File: config.mk
export PLATFORM = sky130hd
export DESIGN_NAME = ddrimr_core
export DESIGN_NICKNAME = d
export VERILOG_FILES = /design/src/hdl/ddrimr_pkg.sv /design/src/hdl/ddrimr_core.sv /design/src/hdl/ddrimr_sync2.sv
export SDC_FILE = /design/constraint.sdc
export NUM_CORES = 1
export LEC_CHECK = 0
export BUFFER_PORTS_ARGS = -buffer_cell sky130_fd_sc_hd__buf_2
export CAP_MARGIN = 20
export CORE_UTILIZATION = 45
export CTS_CLUSTER_SIZE = 8
export DETAILED_ROUTE_END_ITERATION = 8
export PLACE_DENSITY = 0.66
export SYNTH_ARGS = -nofsm -noshare
export SYNTH_HDL_FRONTEND = slang
export SYNTH_HIERARCHICAL = 1
export SYNTH_SLANG_ARGS = --single-unit
File: constraint.sdc
create_clock -name clk_sys_in -period 4.9 [get_ports clk_sys_in]
set_input_delay 0.98 -clock clk_sys_in [delete_from_list [all_inputs] [get_ports clk_sys_in]]
set_output_delay 0.98 -clock clk_sys_in [all_outputs]
set_load 0.005 [all_outputs]
File: src/hdl/ddrimr_pkg.sv
// constants for the ddr sdram init and mode register block
// What the block and its controller must do
// [RQ1] controller holds clock enable low at power-up
// [RQ2] controller waits 200 us stable clock first
// [RQ3] controller then drives nop, raises clock enable
// [RQ4] precharge all, then extended write enabling dll
// [RQ5] dll-reset mode write, 200 cycles to lock
// [RQ6] second precharge all before or after reset
// [RQ7] at least two refreshes after second precharge
// [RQ8] last step: mode write with bit 8 low
// [RQ9] frequency change needs dll reset, 200 cycles
// [RQ10] mode register written after extended register
// [RQ11] all strobes low with clock enable: mode write
// [RQ12] address and bank captured on command edge
// [RQ13] two cycles after mode write before next
// [RQ14] mode write only when banks idle, after tRP
// [RQ15] fields: length, order, latency, test, dll reset
// [RQ16] normal write keeps test, reset, bank low
// [RQ17] bank bit 0 high selects extended register
// [RQ18] extended write only when idle, clock enabled
// [RQ19] extended: bit 0 dll, bits 1,6 drive strength
// [RQ20] extended write drives unused address bits low
// [RQ21] two cycles after extended write before next
// [RQ22] chip select high ignores new commands
// [RQ23] inputs sampled on rising system clock edge
// [RQ24] length 001/010/011, sequential 0, latency 3 011
package ddrimr_pkg;
   // ----------------------------------------
   // pin widths
   // ----------------------------------------
   localparam int ADDR_W = 12;          // address pins
   localparam int BA_W = 2;             // bank address pins
   // ----------------------------------------
   // mode register field positions
   // ----------------------------------------
   localparam int MR_BL_LSB = 0;        // burst length low bit
   localparam int MR_BL_MSB = 2;        // burst length high bit
   localparam int MR_BT_BIT = 3;        // burst ordering
   localparam int MR_CL_LSB = 4;        // read latency low bit
   localparam int MR_CL_MSB = 6;        // read latency high bit
   localparam int MR_TM_BIT = 7;        // test mode
   localparam int MR_DLLRST_BIT = 8;    // dll reset
   // ----------------------------------------
   // extended mode register field positions
   // ----------------------------------------
   localparam int EMR_DLL_BIT = 0;      // high disables the dll
   localparam int EMR_DS0_BIT = 1;      // drive strength, low bit
   localparam int EMR_DS1_BIT = 6;      // drive strength, high bit
   localparam int BA_EMR_BIT = 0;       // selects extended register
   localparam int AP_BIT = 10;          // all-banks bit on precharge
   // ----------------------------------------
   // field encodings
   // ----------------------------------------
   localparam logic [2:0] BL_2 = 3'h1;
   localparam logic [2:0] BL_4 = 3'h2;
   localparam logic [2:0] BL_8 = 3'h3;
   localparam logic BT_SEQ = 1'h0;
   localparam logic [2:0] CL_3 = 3'h3;
   localparam logic [3:0] BEATS_2 = 4'h2;
   localparam logic [3:0] BEATS_4 = 4'h4;
   localparam logic [3:0] BEATS_8 = 4'h8;
   localparam logic [3:0] BEATS_NONE = 4'h0;
   // ----------------------------------------
   // reset values (content is undefined until written)
   // ----------------------------------------
   localparam logic [ADDR_W-1:0] MR_RST = 12'h000;
   localparam logic [ADDR_W-1:0] EMR_RST = 12'h001;
   // ----------------------------------------
   // timing counts, in clock cycles
   // ----------------------------------------
   localparam int DLL_LOCK_CYC = 200;   // relock wait after dll reset
   localparam int MODE_WAIT_CYC = 2;    // mode write completion
   localparam int REF_MIN = 2;          // refreshes during init
   // ----------------------------------------
   // initialization progress
   // ----------------------------------------
   typedef enum logic [2:0] {
      INIT_PWR, INIT_PALL1, INIT_EMRS, INIT_MID, INIT_REF, INIT_DONE
   } ddrimr_init_t;
endpackage

File: src/hdl/ddrimr_core.sv
// command decoder, mode registers, dll lock and init tracking
module ddrimr_core (
   input wire logic clk_sys_in,
   input wire logic rst_n_in,
   input wire logic cke_in,
   input wire logic cs_n_in,
   input wire logic ras_n_in,
   input wire logic cas_n_in,
   input wire logic we_n_in,
   input wire logic [ddrimr_pkg::ADDR_W-1:0] addr_in,
   input wire logic [ddrimr_pkg::BA_W-1:0] ba_in,
   input wire logic err_clr_in,
   output logic [2:0] burst_len_out,
   output logic [3:0] burst_beats_out,
   output logic burst_interleave_out,
   output logic [2:0] read_lat_out,
   output logic test_mode_out,
   output logic dll_reset_out,
   output logic dll_en_out,
   output logic [1:0] drive_str_out,
   output logic dll_locked_out,
   output logic mode_busy_out,
   output logic init_done_out,
   output logic cmd_error_out
);
   import ddrimr_pkg::*;

   // ----------------------------------------
   // pin synchronisation
   // ----------------------------------------
   localparam int PIN_W = 5 + ADDR_W + BA_W;
   logic [PIN_W-1:0] pins_s;           // synchronised pin group
   logic cke_s, cs_n_s, ras_n_s, cas_n_s, we_n_s;
   logic [ADDR_W-1:0] addr_s;
   logic [BA_W-1:0] ba_s;

   // whole group shares one delay, so address stays paired with its command
   ddrimr_sync2 #(.W(PIN_W)) u_pin_sync (
      .clk_sys_in(clk_sys_in),
      .rst_n_in(rst_n_in),
      .d_in({cke_in, cs_n_in, ras_n_in, cas_n_in, we_n_in, addr_in, ba_in}),
      .q_out(pins_s)
   );
   assign {cke_s, cs_n_s, ras_n_s, cas_n_s, we_n_s, addr_s, ba_s} = pins_s;

   // ----------------------------------------
   // command decode
   // ----------------------------------------
   logic cmd_ok;     // decoder enabled this edge
   logic mode_wr;    // mode or extended write
   logic mrs, emrs;  // split by bank bit 0
   logic pall;       // precharge all banks
   logic aref;       // auto refresh
   logic any_cmd;    // any non-nop command

   // chip select high hides commands; clock enable must already be high
   always_comb begin
      cmd_ok = cke_s && !cs_n_s;                                  // RQ22 RQ23
      mode_wr = cmd_ok && !ras_n_s && !cas_n_s && !we_n_s;        // RQ11
      emrs = mode_wr && ba_s[BA_EMR_BIT];                         // RQ17
      mrs = mode_wr && !ba_s[BA_EMR_BIT];
      pall = cmd_ok && !ras_n_s && cas_n_s && !we_n_s && addr_s[AP_BIT];
      aref = cmd_ok && !ras_n_s && !cas_n_s && we_n_s;
      any_cmd = cmd_ok && !(ras_n_s && cas_n_s && we_n_s);
   end

   // ----------------------------------------
   // mode and extended mode registers
   // ----------------------------------------
   logic [ADDR_W-1:0] mr_reg, mr_next;    // mode register image
   logic [ADDR_W-1:0] emr_reg, emr_next;  // extended register image
   logic [BA_W-1:0] mr_ba_reg, mr_ba_next;
   logic [3:0] beats_reg, beats_next;
   logic dll_en_reg, dll_en_next;  // registered dll enable, keeps the output a flop

   // address and bank captured on the very edge the command is decoded
   always_comb begin
      mr_next = mr_reg;
      emr_next = emr_reg;
      mr_ba_next = mr_ba_reg;
      beats_next = beats_reg;
      if (mrs) begin
         mr_next = addr_s;                                         // RQ12
         mr_ba_next = ba_s;                                        // RQ12
         unique case (addr_s[MR_BL_MSB:MR_BL_LSB])                 // RQ24
            BL_2: beats_next = BEATS_2;
            BL_4: beats_next = BEATS_4;
            BL_8: beats_next = BEATS_8;
            default: beats_next = BEATS_NONE;  // reserved or full page
         endcase
      end
      if (emrs) begin
         emr_next = addr_s;                                        // RQ12
      end
      dll_en_next = !emr_next[EMR_DLL_BIT];                        // RQ19
   end

   always_ff @(posedge clk_sys_in or negedge rst_n_in) begin
      if (!rst_n_in) begin
         mr_reg <= MR_RST;
         emr_reg <= EMR_RST;
         mr_ba_reg <= '0;
         beats_reg <= BEATS_NONE;
         dll_en_reg <= 1'b0;
      end else begin
         mr_reg <= mr_next;
         emr_reg <= emr_next;
         mr_ba_reg <= mr_ba_next;
         beats_reg <= beats_next;
         dll_en_reg <= dll_en_next;
      end
   end

   // ----------------------------------------
   // dll lock counter and mode write busy window
   // ----------------------------------------
   logic [7:0] lock_cnt_reg, lock_cnt_next;  // cycles since dll reset
   logic locked_reg, locked_next;
   logic [1:0] busy_cnt_reg, busy_cnt_next;  // remaining busy cycles
   logic busy_reg, busy_next;                // registered busy flag
   logic err_reg, err_next;

   // a dll reset restarts the wait; a disabled dll never reports lock
   always_comb begin
      lock_cnt_next = lock_cnt_reg;
      locked_next = locked_reg;
      if ((mrs && addr_s[MR_DLLRST_BIT]) || (emrs && addr_s[EMR_DLL_BIT])) begin
         lock_cnt_next = '0;                                       // RQ5
         locked_next = 1'b0;
      end else if (!emr_reg[EMR_DLL_BIT] && !locked_reg) begin
         lock_cnt_next = lock_cnt_reg + 8'h01;
         locked_next = (lock_cnt_reg == 8'(DLL_LOCK_CYC - 1));     // RQ5
      end
      busy_cnt_next = (busy_cnt_reg != 2'h0) ? busy_cnt_reg - 2'h1 : 2'h0;
      if (mode_wr) begin
         busy_cnt_next = 2'(MODE_WAIT_CYC);
      end
      busy_next = (busy_cnt_next != 2'h0);
      // a command inside the busy window is flagged; the set beats a clear
      err_next = err_reg && !err_clr_in;
      if (any_cmd && busy_cnt_reg != 2'h0) begin
         err_next = 1'b1;
      end
   end

   always_ff @(posedge clk_sys_in or negedge rst_n_in) begin
      if (!rst_n_in) begin
         lock_cnt_reg <= '0;
         locked_reg <= 1'b0;
         busy_cnt_reg <= '0;
         busy_reg <= 1'b0;
         err_reg <= 1'b0;
      end else begin
         lock_cnt_reg <= lock_cnt_next;
         locked_reg <= locked_next;
         busy_cnt_reg <= busy_cnt_next;
         busy_reg <= busy_next;
         err_reg <= err_next;
      end
   end

   // ----------------------------------------
   // initialization progress tracker
   // ----------------------------------------
   ddrimr_init_t st_reg, st_next;
   logic rst_seen_reg, rst_seen_next;    // dll-reset write seen
   logic pall2_reg, pall2_next;          // second precharge seen
   logic [1:0] ref_cnt_reg, ref_cnt_next;

   // second precharge and dll reset may come in either order
   always_comb begin
      st_next = st_reg;
      rst_seen_next = rst_seen_reg;
      pall2_next = pall2_reg;
      ref_cnt_next = ref_cnt_reg;
      unique case (st_reg)
         INIT_PWR: if (cke_s) st_next = INIT_PALL1;
         INIT_PALL1: if (pall) st_next = INIT_EMRS;
         INIT_EMRS: if (emrs) st_next = INIT_MID;
         INIT_MID: begin
            // mode register only counts once the extended one is set
            if (mrs && addr_s[MR_DLLRST_BIT]) rst_seen_next = 1'b1;  // RQ10
            if (pall) pall2_next = 1'b1;
            if ((rst_seen_reg || (mrs && addr_s[MR_DLLRST_BIT])) &&
                (pall2_reg || pall)) begin
               st_next = INIT_REF;
               ref_cnt_next = '0;
            end
         end
         INIT_REF: begin
            if (aref && ref_cnt_reg != 2'(REF_MIN)) begin
               ref_cnt_next = ref_cnt_reg + 2'h1;
            end
            if (mrs && !addr_s[MR_DLLRST_BIT] && ref_cnt_reg == 2'(REF_MIN)) begin
               st_next = INIT_DONE;                                  // RQ10
            end
         end
         INIT_DONE: st_next = INIT_DONE;
      endcase
   end

   always_ff @(posedge clk_sys_in or negedge rst_n_in) begin
      if (!rst_n_in) begin
         st_reg <= INIT_PWR;
         rst_seen_reg <= 1'b0;
         pall2_reg <= 1'b0;
         ref_cnt_reg <= '0;
      end else begin
         st_reg <= st_next;
         rst_seen_reg <= rst_seen_next;
         pall2_reg <= pall2_next;
         ref_cnt_reg <= ref_cnt_next;
      end
   end

   // ----------------------------------------
   // outputs, each straight from a flip-flop
   // ----------------------------------------
   logic done_reg;  // registered init state, keeps the output a flop
   always_ff @(posedge clk_sys_in or negedge rst_n_in) begin
      if (!rst_n_in) begin
         done_reg <= 1'b0;
      end else begin
         done_reg <= (st_next == INIT_DONE);
      end
   end

   // field slices of the held images
   assign burst_len_out = mr_reg[MR_BL_MSB:MR_BL_LSB];           // RQ15
   assign burst_beats_out = beats_reg;
   assign burst_interleave_out = mr_reg[MR_BT_BIT];              // RQ15
   assign read_lat_out = mr_reg[MR_CL_MSB:MR_CL_LSB];            // RQ15
   assign test_mode_out = mr_reg[MR_TM_BIT];
   assign dll_reset_out = mr_reg[MR_DLLRST_BIT];
   assign dll_en_out = dll_en_reg;                               // RQ19
   assign drive_str_out = {emr_reg[EMR_DS1_BIT], emr_reg[EMR_DS0_BIT]};  // RQ19
   assign dll_locked_out = locked_reg;
   assign mode_busy_out = busy_reg;
   assign init_done_out = done_reg;
   assign cmd_error_out = err_reg;

   // ----------------------------------------
   // assertions
   // ----------------------------------------
   logic [8:0] since_rst_reg;  // helper: cycles since last dll reset write
   always_ff @(posedge clk_sys_in or negedge rst_n_in) begin
      if (!rst_n_in) begin
         since_rst_reg <= '0;
      end else if (mrs && addr_s[MR_DLLRST_BIT]) begin
         since_rst_reg <= 9'h001;
      end else if (since_rst_reg != 9'h1ff) begin
         since_rst_reg <= since_rst_reg + 9'h001;
      end
   end
endmodule

File: src/hdl/ddrimr_sync2.sv
// two flip-flop synchroniser for a group of pin inputs
module ddrimr_sync2 #(
   parameter int W = 1
) (
   input wire logic clk_sys_in,
   input wire logic rst_n_in,
   input wire logic [W-1:0] d_in,
   output logic [W-1:0] q_out
);
   logic [W-1:0] s1_reg;  // first stage, read only by the second
   logic [W-1:0] s1_next;
   logic [W-1:0] s2_reg;  // second stage, safe to use
   logic [W-1:0] s2_next;

   // next values: a plain shift
   always_comb begin
      s1_next = d_in;
      s2_next = s1_reg;
   end

   // registers, cleared to zero under reset
   always_ff @(posedge clk_sys_in or negedge rst_n_in) begin
      if (!rst_n_in) begin
         s1_reg <= '0;
         s2_reg <= '0;
      end else begin
         s1_reg <= s1_next;
         s2_reg <= s2_next;
      end
   end

   assign q_out = s2_reg;
endmodule

* Yosys cells after proc, flatten, opt, wreduce, memory -nomap -nowiden
Index checks and enable logic that the tools add are counted.
** Word-level totals
- Memory bits (writable) :: 0
- Output and inout port bits :: 20
- Input bits :: 22
- Latch bits :: 0
- Memories kept :: 0
- Word-level logic and storage cells :: 96
- Register bits after elaboration :: 80
- Memory bits (read-only) :: 0
** Operators by class
- Shift-type cells :: 0
- Muxes and demuxes :: 18
- Equal/unequal tests :: 14
- $add $sub $neg :: 3
- Multiply operators :: 0
- Reductions and logical operators :: 44
- Div/mod/pow operators :: 0
- Bitwise gates (word level) :: 0
- Order comparisons :: 0
** Operator list (number)
- 1-bit logical AND :: 22
- 3-bit one-hot mux with 6 select lines :: 1
- 8-bit two-way mux :: 2
- 3-bit two-way mux :: 5
- 3-bit by 2-bit == test with 1-bit output, second input constant :: 4
- 4-bit one-hot mux with 3 select lines :: 1
- 1-bit zero test :: 11
- 3-bit == test, second input constant :: 3
- 8-bit by 1-bit adder with 8-bit output, second input constant :: 1
- 8-bit == test, second input constant :: 1
- 2-bit two-way mux :: 4
- 2-bit nonzero test :: 4
- 3-bit by 1-bit == test with 1-bit output, second input constant :: 2
- 2-bit != test, second input constant :: 3
- 1-bit two-way mux :: 4
- 2-bit one-hot mux with 2 select lines :: 1
- 2-bit AND reduction :: 2
- 3-bit zero test :: 1
- 1-bit logical OR :: 3
- 3-bit AND reduction :: 1
- 2-bit by 1-bit adder with 2-bit output, second input constant :: 1
- 2-bit == test, second input constant :: 1
- 2-bit by 1-bit subtractor with 2-bit output, second input constant :: 1

* Logic depth before layout (Yosys ltp)
- Word-level depth :: 12
- Depth in mapped cells :: 6
- Depth with buffers taken out :: 6

* Modules after synthesis
The synthesis kept the hierarchy.
** Modules (own cells, without submodules)
- ddrimr_core :: area an instance 1732.9 µm², times used 1, seq. area each 927.1 µm², cells each 152
- ddrimr_sync2 :: area an instance 950.9 µm², times used 1, seq. area each 950.9 µm², cells each 38

* Least setup slack after synthesis
OpenSTA, ideal clock, no wires.
- Kind :: flip-flop to flip-flop
- Start point :: register u_pin_sync.s2_reg[17] (netlist: u_pin_sync/q_out[17])
- End point :: register beats_reg[1] (netlist: burst_beats_out[1])
- Required time :: 4.775 ns
- Path buffers :: 2
- Library setup time :: 0.125 ns
- Arrival :: 1.673 ns
- Period minus slack after synthesis :: 1.798 ns
- Stages on the path, launching flop included :: 6
- Slack :: 3.102 ns
- Path through :: dfrtp_1 -> or3b_1 -> buf_2 -> nor4_4 -> buf_6 -> mux2_4
** Between the ends
- Cells in the longest elaborated chain, start to end :: 6
** Ends and longest elaborated chain
- start: declaration :: RTL line ddrimr_sync2.sv:12 : logic [W-1:0] s2_reg;
- start signal: assignment :: RTL line ddrimr_sync2.sv:28 : s2_reg <= s2_next;
- 1-bit zero test :: RTL line ddrimr_core.sv:58 : cmd_ok = cke_s && !cs_n_s;
- 1-bit logical AND :: RTL line ddrimr_core.sv:58
- 1-bit logical AND (3 in series) :: RTL line ddrimr_core.sv:59 : mode_wr = cmd_ok && !ras_n_s && !cas_n_s && !we_n_s;
- 1-bit logical AND :: RTL line ddrimr_core.sv:61 : mrs = mode_wr && !ba_s[BA_EMR_BIT];
- end signal: assignment :: RTL line ddrimr_core.sv:109 : beats_reg <= beats_next;
- end: declaration :: RTL line ddrimr_core.sv:73 : logic [3:0] beats_reg, beats_next;
Every way passes these cells.
A chain may end at the register's enable or synchronous reset.

* Final worst setup path
- Start point :: register u_pin_sync.s2_reg[18] (netlist: u_pin_sync/q_out[18])
- End point :: register mr_reg[5]
** Between the ends
- Cells in the longest elaborated chain, start to end :: 5
** Ends and longest elaborated chain
- 1-bit logical AND :: RTL line ddrimr_core.sv:58
- 1-bit logical AND (3 in series) :: RTL line ddrimr_core.sv:59
- 1-bit logical AND :: RTL line ddrimr_core.sv:61
- end signal: assignment :: RTL line ddrimr_core.sv:106 : mr_reg <= mr_next;
- end: declaration :: RTL line ddrimr_core.sv:70 : logic [ADDR_W-1:0] mr_reg, mr_next;
Every way passes these cells.

==> metrics.md <==
| Metric | Value |
|---|---|
| Status | finished clean |
| Via count | 1,486 |
| Cts bufs inserted | 9 |
| Total Wirelength | 3.89 mm |
| Drt wl/cell | 12.8 um |
| Power Total | 1400 uW |
| Power Dens Cells | 466 nW/um2 |
| Final GP Congestion | 0.790 |
| Net Sw Power | roughly 370 uW |
| CTS clk-pin slew, worst paths | 0.08 ns |
| # hold bufs at CTS | 0 |
| Crit path launch type | register |
| DRC | 0 |
| Part of the power in registers | 50.8% |
| Fraction of layout cells with a size suffix above 1 | a little under a third |
| Diodes inserted | 0 |
| Syn Nets | 208 |
| Fillers | 468 |
| Sw frac | 26.1% |
| Post-CTS sizing | 0 |
| Maximum buffer depth of the clock tree | 2 |
| Leak pwr | 0.00146 uW |
| Placed cells | about 290 |
| Die span in y | around 77 um |
| Clock Sinks | roughly 70 |
| CP Max Fanout | 13 |
| Largest net degree at the start of global routing | 42 |
| Overflow after GRT | 0 |
| First-pass detailed-route iteration total | 4 |
| Fin cells | slightly above 300 |
| RSZ-0062 raised after global routing | false |
| Area of the multi-input gates | about 740 um2 |
| Cell Area, Placed | roughly 2800 um2 |
| # rows | 26 |
| Slew margin rel. | 55.0% |
| CP Launch Point | u_pin_sync/q_out[18]$_DFF_PN0_ |
| Nets@finish | roughly 250 |
| R2R depth | 4 |
| Maximum VDD drop | around 0.26 mV |
| Design Area, Final | 3000 um2 |
| Final Setup Violations | 0 |
| FF-to-FF setup slack | 2.99 ns |
| Measured slew at the worst slew-check pin | 0.675 ns |
| Post-route clock period utilization | 39.0% |
| Hold Crit Class | reg2reg |
| Total GRT Usage | 15.5% |
| Vias in the first global route | 1,477 |
| Die area | 5930 um2 |
| WHS Endpoint | u_pin_sync/q_out[18]$_DFF_PN0_ |
| Setup Buffers After CTS | 0 |
| Worst Path Arrival | 2.14 ns |
| Achievable frequency | between 500 and 600 MHz |
| Synthesized netlist cell count | 184 |
| Via/cell ratio | 4.90 |
| Fin crit period | 1.91 ns |
| Int Power | 1030 uW |
| Most frequent cells in the layout | dfrtp_1, buf_2, nor2_1, nand2_1, clkbuf_8 |
| Reg2reg start | u_pin_sync/q_out[18]$_DFF_PN0_ |
| Most common cell after layout, fill and taps aside | dfrtp_1 |
| Starting Density | 48.1% |
| Mapped Area | 2530 um2 |
| Post-route setup TNS | 0 ns |
| Post-DP HPWL | 2.62 mm |
| Port-buffer cells | 37 |
| Comb pwr share | about an eighth |
| Reg2reg end | mr_reg[5]$_DFFE_PN0N_ |
| Register area | 1730 um2 |
| CTS tree | done |
| # IOs | 42 |
| Core region area | around 5300 um2 |
| Min-Delay Startpoint | u_pin_sync/s1_reg[18]$_DFF_PN0_ |
| First-pass GRT wire length | 6.89 mm |
| Yosys warns | 6 |
| Clk_lat worst skew | 0.34 ns |
| Critical Path RT | 5.13 ns |
| CP Class | reg2reg |
| Worst Skew | ~0.0075 ns |
| Syn-to-layout area delta | 18.5% |
| Root buffer cell | clkbuf_8 |
| H-tree depth | 3 |
| Pins Over Slew Limit | 0 |
| Clock power frac | 35.9% |
| Worst hold stages | 0 |
| Initial antenna violation count | 0 |
| Hold Violations, Final | 0 |
| Initial drt markers | 66 |
| Die W | approximately 77 um |
| Max_cap viols | 0 |
| Routed Antenna Nets | 0 |
| Synth Area per Inst | between 10 and 15 um2 |
| Crit end category | register |
## cell type report
| cell class | count | share of cell area (%) |
|---|---|---|
| Clock buffer | 9 | 4.13 |
| Clock inverter | 7 | 3.21 |
| Inverter | 6 | 0.750 |
| Multi-Input combinational cell | 103 | 24.7 |
| Sequential cell | 69 | 57.5 |
| Tap cell | 70 | 2.92 |
| Timing Repair Buffer | 39 | 6.79 |
## worst max-delay path by stage
stage                                           endpoint
after CTS                          mr_reg[5]$_DFFE_PN0N_
after floorplan           burst_beats_out[1]$_DFFE_PN0N_
final                              mr_reg[5]$_DFFE_PN0N_
after detailed placement           mr_reg[5]$_DFFE_PN0N_
after global routing               mr_reg[7]$_DFFE_PN0N_
after global placement             mr_reg[6]$_DFFE_PN0N_
## metrics by stage
step	hold slack (ns)	setup slack, ns	util [%]
floorplan	0.331	3.10	-
global placement	0.332	2.62	52.6
detailed placement	0.335	2.58	52.6
CTS	0.345	2.60	56.8
global route	0.350	2.89	57.0
finish	0.345	2.99	57.0
## power by group through the flow
stage,clock network [uW],logic (uW),registers [uW]
global placement,0,183,720
detailed placement,0,187,721
floorplan,0,134,708
global route,546,215,724
finish,503,185,711
CTS,520,188,711
## critical path: stages, from the launching register on
cell and delay [ns]:
dfrtp_1 0.44, or3b_1 0.47, nor4_4 0.30, buf_6 0.24, mux2_2 0.35
## layer usage
layer / global-route usage, % / routed length, um / up-vias
met3: 7.38 / 228 / 6
met4: 6.23 / 48 / 0
met2: 22.7 / 1710 / 36
met5: 0 / 0 / -
met1: 19.7 / 1900 / 719
li1: - / - / 725
No activity file was read; power rests on OpenSTA's default activity.
